===== src/shared/can_mo_pkg.sv =====
package can_mo_pkg;
    localparam int          OBJ_N    = 8;
    localparam int          PRI_W    = 2;
    localparam logic        FLAG_RST = 1'b0;
    localparam logic [1:0]  PRI_RST  = 2'h3;

    typedef enum logic [0:0] {
        WALK_IDLE = 1'b0,
        WALK_EVAL = 1'b1
    } walk_state_e;
endpackage


===== src/rtl/can_mo_tx_filter.sv =====
`timescale 1ns/100ps
module can_mo_tx_filter #(
    parameter int N  = can_mo_pkg::OBJ_N,
    parameter int PW = can_mo_pkg::PRI_W,
    parameter int IW = $clog2(N)
) (
    input  wire logic          clk_i,
    input  wire logic          rst_n_i,
    input  wire logic          cfg_wr_i,
    input  wire logic [IW-1:0] cfg_idx_i,
    input  wire logic          cfg_valid_i,
    input  wire logic          cfg_rx_permit_i,
    input  wire logic          cfg_tx_permit_i,
    input  wire logic          cfg_transmit_request_flag_i,
    input  wire logic [PW-1:0] cfg_pri_i,
    input  wire logic [IW-1:0] cfg_succ_i,
    input  wire logic          cfg_sdt_i,
    input  wire logic          cfg_foreign_remote_enable_i,
    input  wire logic [IW-1:0] cfg_cur_i,
    input  wire logic          alloc_i,
    input  wire logic          dealloc_i,
    input  wire logic [IW-1:0] list_idx_i,
    input  wire logic [IW-1:0] list_head_i,
    input  wire logic          remote_rx_i,
    input  wire logic [IW-1:0] remote_idx_i,
    input  wire logic          rx_done_i,
    input  wire logic [IW-1:0] rx_done_idx_i,
    input  wire logic          tx_busy_i,
    input  wire logic          tx_done_i,
    input  wire logic [IW-1:0] tx_done_idx_i,
    output logic               tx_start_o,
    output logic      [IW-1:0] tx_idx_o,
    output logic               list_err_o,
    output logic               walk_busy_o,
    output logic      [N-1:0]  obj_valid_o,
    output logic      [N-1:0]  obj_transmit_request_flag_o
);
    logic [N-1:0]          valid_q, valid_d, transmit_request_flag_q, transmit_request_flag_d, rxp_q, rxp_d, txp_q, txp_d;
    logic [N-1:0]          sdt_q, sdt_d, foreign_remote_enable_q, foreign_remote_enable_d, inlist_q, inlist_d;
    logic [N-1:0][PW-1:0]  pri_q, pri_d;
    logic [N-1:0][IW-1:0]  cur_q, cur_d;
    logic                  restart_q, restart_d;

    can_mo_pkg::walk_state_e state_q, state_d;
    logic [IW-1:0]         at_q, at_d, steps_q, steps_d, best_idx_q, best_idx_d;
    logic [IW-1:0]         win_idx_q, win_idx_d, rd_addr, rd_succ;
    logic [PW-1:0]         best_pri_q, best_pri_d, win_pri_q, win_pri_d;
    logic                  best_ok_q, best_ok_d, win_ok_q, win_ok_d, lerr_q, lerr_d;
    logic                  remote_acc, imm_ok, imm_win, walk_start, cand, tail;

    succ_ram #(.DEPTH(N), .AW(IW)) u_succ (
        .clk_i   (clk_i),
        .rst_n_i (rst_n_i),
        .we_i    (cfg_wr_i),
        .waddr_i (cfg_idx_i),
        .wdata_i (cfg_succ_i),
        .raddr_i (rd_addr),
        .rdata_o (rd_succ)
    );

    assign remote_acc = remote_rx_i && valid_q[remote_idx_i] && rxp_q[remote_idx_i];
    assign imm_ok     = remote_acc && txp_q[remote_idx_i]
                        && !(foreign_remote_enable_q[remote_idx_i] && cur_q[remote_idx_i] == remote_idx_i);
    assign imm_win    = imm_ok && (!win_ok_q || pri_q[remote_idx_i] < win_pri_q);
    assign walk_start = restart_q && state_q == can_mo_pkg::WALK_IDLE && |inlist_q;
    assign tx_start_o = win_ok_q && !tx_busy_i && !restart_q && !tx_done_i
                        && state_q == can_mo_pkg::WALK_IDLE;
    assign tx_idx_o    = win_idx_q;
    assign list_err_o  = lerr_q;
    assign walk_busy_o = state_q == can_mo_pkg::WALK_EVAL;
    assign obj_valid_o = valid_q;
    assign obj_transmit_request_flag_o  = transmit_request_flag_q;

    // Object flags; later assignments win, so hardware sets override clears
    always_comb begin
        valid_d   = valid_q;
        transmit_request_flag_d    = transmit_request_flag_q;
        rxp_d     = rxp_q;
        txp_d     = txp_q;
        sdt_d     = sdt_q;
        foreign_remote_enable_d   = foreign_remote_enable_q;
        inlist_d  = inlist_q;
        pri_d     = pri_q;
        cur_d     = cur_q;
        restart_d = restart_q;
        if (walk_start) begin
            restart_d = 1'b0;
        end
        if (tx_done_i) begin
            transmit_request_flag_d[tx_done_idx_i] = 1'b0;
            restart_d = 1'b1;
            if (sdt_q[tx_done_idx_i]) begin
                valid_d[tx_done_idx_i] = 1'b0;
            end
        end
        if (rx_done_i && valid_q[rx_done_idx_i] && rxp_q[rx_done_idx_i]
            && sdt_q[rx_done_idx_i]) begin
            valid_d[rx_done_idx_i] = 1'b0;
            restart_d = 1'b1;
        end
        if (cfg_wr_i) begin
            valid_d[cfg_idx_i] = cfg_valid_i;
            transmit_request_flag_d[cfg_idx_i]  = cfg_transmit_request_flag_i;
            rxp_d[cfg_idx_i]   = cfg_rx_permit_i;
            txp_d[cfg_idx_i]   = cfg_tx_permit_i;
            sdt_d[cfg_idx_i]   = cfg_sdt_i;
            foreign_remote_enable_d[cfg_idx_i] = cfg_foreign_remote_enable_i;
            pri_d[cfg_idx_i]   = cfg_pri_i;
            cur_d[cfg_idx_i]   = cfg_cur_i;
            // Any write may change the winner, so every write reruns the filter
            restart_d = 1'b1;
        end
        if (alloc_i || dealloc_i) begin
            // Membership change reruns the walk; a stale successor met on the rerun raises list_err_o
            inlist_d[list_idx_i] = alloc_i && !dealloc_i;
            restart_d = 1'b1;
        end
        if (remote_acc) begin
            transmit_request_flag_d[remote_idx_i] = 1'b1;
            if (!imm_win || state_q == can_mo_pkg::WALK_EVAL) begin
                restart_d = 1'b1;
            end
        end
    end

    // Filter walk, one object per cycle behind the registered pointer read
    always_comb begin
        state_d    = state_q;
        at_d       = at_q;
        steps_d    = steps_q;
        best_ok_d  = best_ok_q;
        best_idx_d = best_idx_q;
        best_pri_d = best_pri_q;
        win_ok_d   = win_ok_q;
        win_idx_d  = win_idx_q;
        win_pri_d  = win_pri_q;
        lerr_d     = 1'b0;
        rd_addr    = at_q;
        cand       = valid_q[at_q] && txp_q[at_q] && transmit_request_flag_q[at_q];
        tail       = rd_succ == at_q || steps_q == IW'(N - 1);
        if (tx_start_o) begin
            win_ok_d = 1'b0;
        end
        case (state_q)
            can_mo_pkg::WALK_IDLE: begin
                if (walk_start) begin
                    rd_addr   = list_head_i;
                    at_d      = list_head_i;
                    steps_d   = '0;
                    best_ok_d = 1'b0;
                    win_ok_d  = 1'b0;
                    state_d   = can_mo_pkg::WALK_EVAL;
                end
            end
            can_mo_pkg::WALK_EVAL: begin
                if (restart_q || inlist_q == '0) begin
                    // An emptied list ends the run quietly
                    state_d = can_mo_pkg::WALK_IDLE;
                end else if (!inlist_q[at_q]) begin
                    lerr_d  = 1'b1;
                    state_d = can_mo_pkg::WALK_IDLE;
                end else begin
                    if (cand && (!best_ok_q || pri_q[at_q] < best_pri_q)) begin
                        best_ok_d  = 1'b1;
                        best_idx_d = at_q;
                        best_pri_d = pri_q[at_q];
                    end
                    if (tail) begin
                        state_d   = can_mo_pkg::WALK_IDLE;
                        win_ok_d  = best_ok_d;
                        win_idx_d = best_idx_d;
                        win_pri_d = best_pri_d;
                    end else begin
                        rd_addr = rd_succ;
                        at_d    = rd_succ;
                        steps_d = steps_q + 1'b1;
                    end
                end
            end
            default: state_d = can_mo_pkg::WALK_IDLE;
        endcase
        if (imm_win) begin
            win_ok_d  = 1'b1;
            win_idx_d = remote_idx_i;
            win_pri_d = pri_q[remote_idx_i];
        end
    end

    always_ff @(posedge clk_i or negedge rst_n_i) begin
        if (!rst_n_i) begin
            valid_q    <= {N{can_mo_pkg::FLAG_RST}};
            transmit_request_flag_q     <= {N{can_mo_pkg::FLAG_RST}};
            rxp_q      <= {N{can_mo_pkg::FLAG_RST}};
            txp_q      <= {N{can_mo_pkg::FLAG_RST}};
            sdt_q      <= {N{can_mo_pkg::FLAG_RST}};
            foreign_remote_enable_q    <= {N{can_mo_pkg::FLAG_RST}};
            inlist_q   <= {N{can_mo_pkg::FLAG_RST}};
            pri_q      <= {N{PW'(can_mo_pkg::PRI_RST)}};
            cur_q      <= '0;
            restart_q  <= can_mo_pkg::FLAG_RST;
            state_q    <= can_mo_pkg::WALK_IDLE;
            at_q       <= '0;
            steps_q    <= '0;
            best_ok_q  <= 1'b0;
            best_idx_q <= '0;
            best_pri_q <= '0;
            win_ok_q   <= 1'b0;
            win_idx_q  <= '0;
            win_pri_q  <= '0;
            lerr_q     <= 1'b0;
        end else begin
            valid_q    <= valid_d;
            transmit_request_flag_q     <= transmit_request_flag_d;
            rxp_q      <= rxp_d;
            txp_q      <= txp_d;
            sdt_q      <= sdt_d;
            foreign_remote_enable_q    <= foreign_remote_enable_d;
            inlist_q   <= inlist_d;
            pri_q      <= pri_d;
            cur_q      <= cur_d;
            restart_q  <= restart_d;
            state_q    <= state_d;
            at_q       <= at_d;
            steps_q    <= steps_d;
            best_ok_q  <= best_ok_d;
            best_idx_q <= best_idx_d;
            best_pri_q <= best_pri_d;
            win_ok_q   <= win_ok_d;
            win_idx_q  <= win_idx_d;
            win_pri_q  <= win_pri_d;
            lerr_q     <= lerr_d;
        end
    end
endmodule


===== src/rtl/succ_ram.sv =====
`timescale 1ns/100ps
module succ_ram #(
    parameter int DEPTH = 8,
    parameter int AW    = 3
) (
    input  wire logic          clk_i,
    input  wire logic          rst_n_i,
    input  wire logic          we_i,
    input  wire logic [AW-1:0] waddr_i,
    input  wire logic [AW-1:0] wdata_i,
    input  wire logic [AW-1:0] raddr_i,
    output logic      [AW-1:0] rdata_o
);
    logic [AW-1:0] mem [DEPTH];

    always_ff @(posedge clk_i) begin
        if (we_i) begin
            mem[waddr_i] <= wdata_i;
        end
    end

    // Write-through keeps a pointer just written visible to a walk in flight
    always_ff @(posedge clk_i or negedge rst_n_i) begin
        if (!rst_n_i) begin
            rdata_o <= '0;
        end else if (we_i && waddr_i == raddr_i) begin
            rdata_o <= wdata_i;
        end else begin
            rdata_o <= mem[raddr_i];
        end
    end
endmodule


===== config.mk =====
export PLATFORM = sky130hd
export DESIGN_NAME = can_mo_tx_filter
export DESIGN_NICKNAME = d
export VERILOG_FILES = /design/src/shared/can_mo_pkg.sv /design/src/rtl/can_mo_tx_filter.sv /design/src/rtl/succ_ram.sv
export SDC_FILE = /design/constraint.sdc
export NUM_CORES = 1
export LEC_CHECK = 0
export ABC_CLOCK_PERIOD_IN_PS = 3550
export BUFFER_PORTS_ARGS = -buffer_cell sky130_fd_sc_hd__buf_2
export CORE_ASPECT_RATIO = 1.4
export CORE_MARGIN = 2
export CORE_UTILIZATION = 30
export CTS_CLUSTER_SIZE = 40
export DETAILED_ROUTE_END_ITERATION = 16
export SLEW_MARGIN = 10
export SYNTH_ARGS = -nofsm -noshare
export SYNTH_HDL_FRONTEND = slang
export SYNTH_HIERARCHICAL = 1
export SYNTH_SLANG_ARGS = --single-unit

===== constraint.sdc =====
create_clock -name clk_i -period 3.55 [get_ports clk_i]
set_input_delay 0.5325 -clock clk_i [delete_from_list [all_inputs] [get_ports clk_i]]
set_output_delay 0.5325 -clock clk_i [all_outputs]
set_load 0.01 [all_outputs]

== Yosys cells after proc, flatten, opt, wreduce, memory -nomap -nowiden ==
Memory sizes are Yosys's and may differ from the RTL's. A register that Yosys moved wholly into a read port is not among the register bits.
Index checks and enable logic that the tools add are counted.
Word-level totals
  bits in writable memories: 24
  memories kept: 1
  logic and storage cells: 224
  output and inout bits: 22
  flip-flop bits (word level): 117
Operators by class
  reduce and logical (&&, ||, !) cells: 48
  equality and inequality tests: 8
  mux-type cells: 111
  add/sub/neg operators: 1
  bitwise gates (word level): 8
  $lt $le $gt $ge: 13
Memory list
  u_succ.mem: depth 8, width 3, read ports 1, clocked after Yosys merged registers in 1, write ports 1, line succ_ram.sv:14  | logic [AW-1:0] mem [DEPTH];
Operators by type and width (number)
  bitwise mux 8 bit: 7
  two-way mux 8 bit: 7
  two-way mux 3 bit: 16
  two-way mux 1 bit: 43
  binary-select mux 1 bit (select 3 bit): 12
  bitwise AND 8 bit: 3
  bitwise mux 24 bit: 1
  logical AND 1 bit: 24
  less-than comparator 3 x 4 -> 1 bit (second input constant): 6
  two-way mux 2 bit: 9
  bitwise mux 16 bit: 1
  inverter 8 bit: 2
  demux 1 bit (select 3 bit): 5
  greater-or-equal comparator 3 x 1 -> 1 bit (second input constant): 5
  binary-select mux 2 bit (select 3 bit): 2
  one-hot mux 3 bit (2 select lines): 2
  binary-select mux 3 bit (select 3 bit): 1
  demux 3 bit (select 3 bit): 1
  logical NOT 1 bit: 9
  logical NOT 8 bit: 1
  inequality test 2 bit (second input constant): 4
  bitwise OR 8 bit: 1
  AND reduction 4 bit: 2
  OR reduction 8 bit: 1
  11 further kinds: 24

== Logic depth before layout (Yosys ltp) ==
Gate-level depths: netlist (run 1).
  depth in word-level cells: 12
  gate-level depth with buffers: 11
  mapped depth without buffers: 9

== By module ==
The synthesis (run 1) kept the hierarchy.
Modules (own cells, without submodules)
  can_mo_tx_filter: area an instance 6351.1 sq um, instances 1, cells each 557, seq. area each 2947.8 sq um
  succ_ram: area an instance 1127.3 sq um, instances 1, cells each 58, seq. area each 795.8 sq um

== Worst setup path before layout (run 1) ==
Ideal clock, no wire load.
  path type: input to register
  start: input port remote_idx_i[0]
  end: register win_idx_q[0] (netlist: tx_idx_o[0])
  stages: 10
  setup time: 125 ps
  arrival time: 2982 ps
  slack: 443 ps
  cells stage by stage: buf_2 -> buf_1 -> mux4_2 -> nand2_1 -> nand2_1 -> ha_1 -> nor4_1 -> o21ai_0 -> nor4_4 -> mux2_2
Between the ends
  word-level cells in the longest chain between the ends: 9
Ends and longest elaborated chain
  start: declaration: line can_mo_tx_filter.sv:25  | input wire logic [IW-1:0] remote_idx_i,
  binary-select mux 3 bit (select 3 bit) / binary-select mux 1 bit (select 3 bit) (equally long branches): line can_mo_tx_filter.sv:63, can_mo_tx_filter.sv:61
  two-way mux 3 bit (implied by the code) / two-way mux 1 bit (equally long branches): line can_mo_tx_filter.sv:63, can_mo_tx_filter.sv:61
  == test 3 bit / logical AND 1 bit (equally long branches): line can_mo_tx_filter.sv:63, can_mo_tx_filter.sv:61
  logical AND 1 bit (on tied branches): line can_mo_tx_filter.sv:63, can_mo_tx_filter.sv:61
  logical NOT 1 bit / logical AND 1 bit (equally long branches): line can_mo_tx_filter.sv:63, can_mo_tx_filter.sv:62
  logical AND 1 bit: line can_mo_tx_filter.sv:63  | && !(foreign_remote_enable_q[remote_idx_i] && cur_q[remote_idx_i] == remote_idx_i);
  logical AND 1 bit: line can_mo_tx_filter.sv:64  | assign imm_win = imm_ok && (!win_ok_q || pri_q[remote_idx_i] < win_pri_q);
  inequality test 2 bit (no source line) / nonzero test 2 bit (equally long branches)
  AND reduction 4 bit (no source line)
  end signal: assignment: line can_mo_tx_filter.sv:229  | win_idx_q <= win_idx_d;
  end: declaration: line can_mo_tx_filter.sv:46  | logic [IW-1:0] win_idx_q, win_idx_d, rd_addr, rd_succ;
Parallel ways exist; a longest one is shown, timed or not. The select of a mux whose other input is x is not followed.
A chain may end at the register's enable or synchronous reset.

== Worst setup path after layout (run 1) ==
  start: register at_q[1]
  end: register u_succ.rdata_o[1] (read register of u_succ.mem)
Between the ends
  word-level cells in the longest chain between the ends: 6
Ends and longest elaborated chain
  start: declaration: line can_mo_tx_filter.sv:45  | logic [IW-1:0] at_q, at_d, steps_q, steps_d, best_idx_q, best_idx_d;
  start signal: assignment: line can_mo_tx_filter.sv:223  | at_q <= at_d;
  branches (longest 5 deep; another with binary-select mux 1 bit (select 3 bit))
  one-hot mux 3 bit (2 select lines) *: line can_mo_tx_filter.sv:144  | case (state_q)
  named net at_d[1]: line can_mo_tx_filter.sv:45
  end: declaration: line succ_ram.sv:12  | output logic [AW-1:0] rdata_o
Mark *: on every way through the listed nets, which the timed path passes. The select of a mux whose other input is x is not followed.

==> key figures, run 1 <==
STA
  • Clk_skew: between 0.008 and 0.009 ns
  • Fin crit share: 0.868
  • Post-route minimum period: between 3 and 4 ns
  • Max-slew violation count: 0
  • Max Fclk: 324 MHz
  • TNS Setup: 0 ns
  • RSZ-0062 raised after global routing: false
  • Final number of hold-violating endpoints: 0
  • Final Setup Violations: 0
  • Worst Tran Pin Value: roughly 0.84 ns
  • Slew HR: 0.441

Clock network
  • CTS max path bufs: 2
  • Number of gates resized after CTS: 0
  • H-tree depth: 4
  • # clock sinks: roughly 140
  • Clock Latency Late Sink: 0.42 ns
  • CTS clk-pin slew, worst paths: approximately 0.06 ns
  • CTS tree: yes
  • CTS Root Cell: clkbuf_16
  • Total CTS buffers: 17
  • Post-CTS setup buffer count: 0
  • CTS Hold Bufs: 0

Floorplanning
  • Horiz. Die Dim: around 140 µm
  • DIE HEIGHT: 191 µm
  • Initial core utilization: 0.304
  • Boundary pin count: 63
  • Core area: 24600 µm²
  • Row count: 68
  • Die ar.: approximately 26000 µm²

Synth
  • Post-synthesis adder-cell area fraction: 0.00669
  • Post-synth ARST share: 0.833
  • Syn. warnings: 6
  • Net Count, Synth: 660
  • Post-synthesis area per instance: around 12 µm²
  • Seq/Total Area, Yosys: 0.501
  • Mapped Area: around 7500 µm²
  • Xor/xnor share of the synthesized area: 0.00703
  • Number of flops mapped to enable cells by yosys: 24
  • Largest family of logic cells by synthesized area: multiplexers
  • Cell count after synthesis: ~620
  • Count of state elements after synthesis: around 140
  • Number of library cell types mapped by synthesis: between 60 and 70
  • Synth Flop Type: dfrtp_1
  • Post-synthesis mux area share: 0.242
  • Synth Area in Compound Gates: 0.107
  • Synth Area in Simple Gates: 0.107

Finish
  • Commonest non-fill, non-tap cell in the layout: dfrtp_1
  • Nets@finish: 730
  • Final Util: 0.357
  • P&R area growth vs syn: 17.3%
  • Commonest non-fill, non-tap cells in the layout: dfrtp_1, mux2_2, buf_2, nand2_1, o21ai_0
  • Layout cells sized above 1: 0.352
  • Final instance area: approximately 9000 µm²
  • N_diodes: 0

Route
  • Post-route ant nets: 0
  • DRC: 0
  • Initial DRC count: about 390
  • Drt first pass iters: 4
  • Average wire per standard cell: 19.1 µm
  • Via count: roughly 5300
  • Via/cell ratio: approximately 5.3
  • Final WL: 19400 µm

Place
  • Detailed Place HPWL: 13900 µm
  • Placed instance area: approximately 8000 µm²
  • IO Port Bufs: 62
  • Gpl congestion: 0.849

GRT
  • Largest net degree at the start of global routing: 66
  • Total congestion overflow: 0
  • GRT Total Usage: 0.154
  • Global-route wire length before repair: slightly above 30000 µm
  • Vias in the first global route: between 5000 and 6000
  • Initial antenna violation count: 1

Setup path
  • Critical Path RT: ~3.9 ns
  • Critical path startpoint category: flip-flop
  • CP top delay family: multiplexers
  • Buf/Inv on CP: 0
  • FF-to-FF setup slack: around 0.47 ns
  • Critical path arrival: 3.39 ns
  • Crit path kind: flip-flop to flip-flop
  • Reg2Reg Depth: 9
  • CP max-delay cell: a21oi_1
  • Crit path capture type: flip-flop
  • Crit-path cells: mux4_2 -> mux2i_1 -> nor2b_1 -> nand2_1 -> mux2i_1 -> a21oi_1 -> mux4_1 -> mux2_2 -> mux2_2
  • CP Depth: 9
  • Worst-path fanout max: 8
  • Delay of the slowest critical-path stage: around 0.52 ns

Status
  • Outcome: finished, final reports clean

Min path
  • Worst min path class: input pin to async pin

Power and ir drop
  • Comb pwr share: 0.254
  • Sw power: 1690 µW
  • Leak: between 0.003 and 0.004 µW
  • Worst VDD drop: between 0.2 and 0.25 mV
  • Internal power: a little under 4000 µW
  • Sw frac: 0.303
  • Pwr Density: roughly 630 nW/µm²
  • Clock power share: 0.325
  • Sequential Power Share: 0.421

Run
  • Total of max-cap violations: 0
[final cells by class]
type	instances	area, µm²
clock buffer	21	470
clock inverter	11	128
fill	2412	15800
inverter	15	56.3
multi-input combinational	428	3540
sequential	144	3740
tap	315	394
timing repair buffer	79	440
[per-stage QoR]
step	hold WS [ns]	cells	worst slack, ns	power (µW)
after floorplan	0.237	615	0.443	3340
after global placement	0.469	981	0.480	3760
after detailed placement	0.480	981	0.441	3780
after CTS	0.240	1013	0.428	5610
after global routing	0.280	1013	0.201	5840
final	0.221	1013	0.468	5560
[state kept, by name, indices dropped and copies added (netlist names), 3 cells and up]
name                         flops
at_q                             3
best_idx_q                       3
cur_q                           24
foreign_remote_enable_q          8
inlist_q                         8
obj_transmit_request_flag_o      8
obj_valid_o                      8
pri_q                           16
rxp_q                            8
sdt_q                            8
steps_q                          3
tx_idx_o                         3
txp_q                            8
u_succ/mem                      24
u_succ/rdata_o                   3
[final timing paths]
check / start / to
max in group asynchronous: rst_n_i / pri_q[14]
min in group clk_i: cfg_valid_i / obj_valid_o[4]
max: at_q[1] / u_succ/rdata_o[1]
min: rst_n_i / cur_q[17]
max reg2reg: at_q[1] / u_succ/rdata_o[1]
min reg2reg: steps_q[0] / steps_q[0]
[power groups by stage]
stage,Combinational (µW),Sequential (µW),Clock [µW]
after floorplan,1100,2240,0
after global placement,1390,2370,0
after detailed placement,1420,2370,0
after CTS,1420,2340,1840
after global routing,1550,2380,1900
final,1410,2340,1810
[Yosys cell counts, types with 3 or more instances]
master	number	share of area
a22oi_1	3	0.0030
o221ai_1	3	0.0035
a21oi_1	16	0.011
nor4_1	4	0.0033
nand3b_1	3	0.0030
a31oi_1	10	0.0084
o22ai_1	7	0.0059
o211a_1	5	0.0067
nand2_1	42	0.021
mux4_2	16	0.048
dfrtp_1	104	0.35
nand3_1	15	0.010
ha_1	4	0.0067
buf_2	5	0.0033
or3_1	3	0.0025
nand4_1	7	0.0059
nor3b_1	4	0.0040
o31ai_1	4	0.0040
o21ai_0	39	0.026
dfstp_2	16	0.056
a41oi_1	3	0.0035
buf_4	3	0.0030
nand4b_1	3	0.0035
a211oi_1	5	0.0050
nor3_1	9	0.0060
mux2i_1	23	0.031
o21a_1	6	0.0060
edfxtp_1	24	0.096
o211ai_1	4	0.0040
buf_6	3	0.0045
xnor2_1	6	0.0070
inv_1	14	0.0070
nor2_1	37	0.019
mux2_2	93	0.14
nand2b_1	13	0.011
nor2b_1	7	0.0059
mux4_1	6	0.021
clkbuf_1	15	0.0075
[layer usage]
metal	share of wire	global-route usage	wire length, µm	up-vias
li1	-	-	-	2484
met1	0.42	0.188	8080	2695
met2	0.53	0.272	10200	117
met3	0.038	0.0226	739	25
met4	0.019	0.0543	360	2
met5	0.00057	0	11	-
[cell families after synthesis]
kind of cell               count (synthesis)
and+or+nand+nor                          157
xor gates and xnor gates                   6
buffers and inverters                     43
DFF                                      144
muxes                                    139
adders and majority gates                  4
AOI/OAI and AO/OA                        122
No activity file was read; power rests on OpenSTA's default activity.
==> run 2, diff against run 1 <==
- CAP_MARGIN: default -> 40
- RECOVER_POWER: default -> 25
==> run 2 against run 1 <==
The flow now finishes with violations (max-capacitance violations, max-slew violations). Count of clock-buffer cells in the layout is the same. Via count shrank 0.13%. Fmax is essentially flat. Largest power group unchanged. Highest routed layer unchanged.
==> key figures, run 2 (synthesis gave the netlist of run 1 again) <==
Floorplanning
  • Row count: 68 (unchanged)
  • Die ar.: 26200 µm² (unchanged)
  • Core area: 24600 µm² (unchanged)
  • DIE HEIGHT: 191 µm (unchanged)
  • Boundary pin count: 63 (unchanged)
  • Horiz. Die Dim: 137 µm (unchanged)
  • Initial core utilization: 0.304 (unchanged)

Finish
  • Commonest non-fill, non-tap cell in the layout: dfrtp_1
  • N_diodes: 0 (unchanged)
  • Register Area: 3740 µm² (unchanged)
  • Layout cells sized above 1: 0.347 (-0.00573)
  • Commonest non-fill, non-tap cells in the layout: dfrtp_1, mux2_2, buf_2, nand2_1, o21ai_0
  • P&R area growth vs syn: 17.2% (about the same)
  • Biggest regs: cur_q: 24 flops, u_succ/mem: 24 flops, pri_q: 16 flops
  • Multi-input gate area: 3540 µm² (unchanged)
  • Nets@finish: 730 (unchanged)
  • Fillers: 2413 (+0.041%)

STA
  • Final hold slack: 0.388 ns (+0.167 ns)
  • Clk_skew: 0.00856 ns (-0.000000120 ns)
  • Worst Tran Pin Value: 1.64 ns (+0.804 ns)
  • Post-route minimum period: 3.08 ns (-0.0000150 ns)
  • Max-slew violation count: 66 (+66)
  • Slew HR: -0.0955 (-0.536)
  • RSZ-0062 raised after global routing: false
  • TNS Setup: 0 ns (unchanged)
  • Fin crit share: 0.868 (about the same)
  • Max Fclk: 324 MHz (about the same)
  • Final Setup Violations: 0 (unchanged)
  • Final number of hold-violating endpoints: 0 (unchanged)

Route
  • Via/cell ratio: 5.25 (-0.13%)
  • DR top layer: met5
  • Via count: 5316 (-0.13%)
  • Met2 WL: 10200 µm (about the same)
  • Post-route ant nets: 0 (unchanged)
  • WL met3: 737 µm (-0.27%)
  • Drt first pass iters: 4 (unchanged)
  • Wire length on met1: 8080 µm (about the same)
  • Average wire per standard cell: 19.1 µm (unchanged)
  • DRC: 0 (unchanged)
  • Final WL: 19400 µm (unchanged)
  • Initial DRC count: 387 (+0.52%)

Clock network
  • CTS clk-pin slew, worst paths: 0.06 ns (about the same)
  • Total CTS buffers: 17 (unchanged)
  • Clock Latency Late Sink: 0.42 ns (about the same)
  • CTS Hold Bufs: 0 (unchanged)
  • CTS tree: yes
  • Number of gates resized after CTS: 0 (unchanged)
  • Post-CTS setup buffer count: 0 (unchanged)
  • CTS max path bufs: 2 (unchanged)
  • CTS Root Cell: clkbuf_16
  • # clock sinks: 144 (unchanged)
  • H-tree depth: 4 (unchanged)

Power and ir drop
  • Sequential Power Share: 0.421 (about the same)
  • Clock power share: 0.325 (about the same)
  • Comb pwr share: 0.254 (about the same)
  • Pwr Density: 635 nW/µm² (about the same)
  • Leak: 0.00355 µW (-0.33%)
  • Sw frac: 0.303 (about the same)
  • Internal power: 3880 µW (about the same)
  • Sw power: 1690 µW (about the same)
  • Worst VDD drop: 0.227 mV (about the same)

GRT
  • Initial antenna violation count: 1 (unchanged)
  • Largest net degree at the start of global routing: 66 (unchanged)
  • Vias in the first global route: 5519 (unchanged)
  • Global-route wire length before repair: 30700 µm (unchanged)
  • Total congestion overflow: 0 (unchanged)
  • GRT Total Usage: 0.154 (unchanged)

Setup path
  • Reg2reg start: at_q[1]
  • FF-to-FF setup slack: 0.47 ns (about the same)
  • Crit path capture type: flip-flop
  • Critical Path RT: 3.86 ns (about the same)
  • Crit path kind: flip-flop to flip-flop
  • Worst-path fanout max: 8 (unchanged)
  • Reg2Reg Depth: 9 (unchanged)
  • Critical path arrival: 3.39 ns (about the same)
  • Worst r2r dst: u_succ/rdata_o[1]
  • Critical path startpoint category: flip-flop

Place
  • Gpl congestion: 0.849 (unchanged)
  • IO Port Bufs: 62 (unchanged)
  • Detailed Place HPWL: 13900 µm (unchanged)

Run
  • Total of max-cap violations: 1 (+1)

Min path
  • Hold Path Origin: cfg_valid_i
  • Min-Delay Endpoint: obj_valid_o[4]
  • Hold path depth: 3
  • Worst min path class: input pin to flip-flop

Status
  • Failing checks: max-capacitance violations, max-slew violations
  • Outcome: finished with violations
run 2: cell types whose count changed in the layout (fill, tap and decap cells not counted):
cell	delta
buf_2	-4
clkbuf_1	+4
buf_4	-1
clkbuf_2	+1
run 2: power groups by stage:
stage               logic, µW  clock network, µW  registers, µW
detailed placement       1420                  0           2370
CTS                      1420               1840           2340
global route             1550               1900           2380
finish                   1410               1810           2340
global placement         1390                  0           2370
floorplan                1100                  0           2240
run 2: worst max-delay path, stage by stage (launching register included):
cell and delay (ns):
dfrtp_1 0.41, mux4_2 0.51, mux2i_1 0.26, nor2b_1 0.10, nand2_1 0.16, mux2i_1 0.09
a21oi_1 0.52, mux4_1 0.39, mux2_2 0.27, mux2_2 0.26
run 2: area by class of cell:
cell class / instances / area share
clock buffer: 21 / 0.0537
clock inverter: 11 / 0.0146
inverter: 15 / 0.00643
multi-input combinational: 428 / 0.404
sequential: 144 / 0.427
tap: 315 / 0.0450
timing repair buffer: 79 / 0.0494
run 2: worst max-delay path by stage:
stage,from,to,slack [ns],cells past startpoint
final,at_q[1],u_succ/rdata_o[1],0.47,9
after global routing,at_q[1],u_succ/rdata_o[1],0.20,9
after CTS,at_q[1],u_succ/rdata_o[0],0.43,9
after detailed placement,at_q[1],u_succ/rdata_o[0],0.44,9
after global placement,at_q[1],u_succ/rdata_o[1],0.48,9
after floorplan,remote_idx_i[0],tx_idx_o[0],0.44,10
run 2: metrics by stage:
step | area, µm² | instances | worst slack [ns] | power (µW) | utilization
floorplan | 7480 | 615 | 0.443 | 3340 | -
global placement | 8170 | 981 | 0.480 | 3760 | 0.332
detailed placement | 8170 | 981 | 0.441 | 3780 | 0.332
CTS | 8770 | 1013 | 0.428 | 5610 | 0.357
global route | 8760 | 1013 | 0.201 | 5840 | 0.356
finish | 8760 | 1013 | 0.468 | 5560 | 0.356
run 2: layer usage:
metal  vias up  global-route usage
li1       2482                   -
met1      2691               0.188
met2       116               0.272
met3        25              0.0226
met4         2              0.0543
met5         -                   0
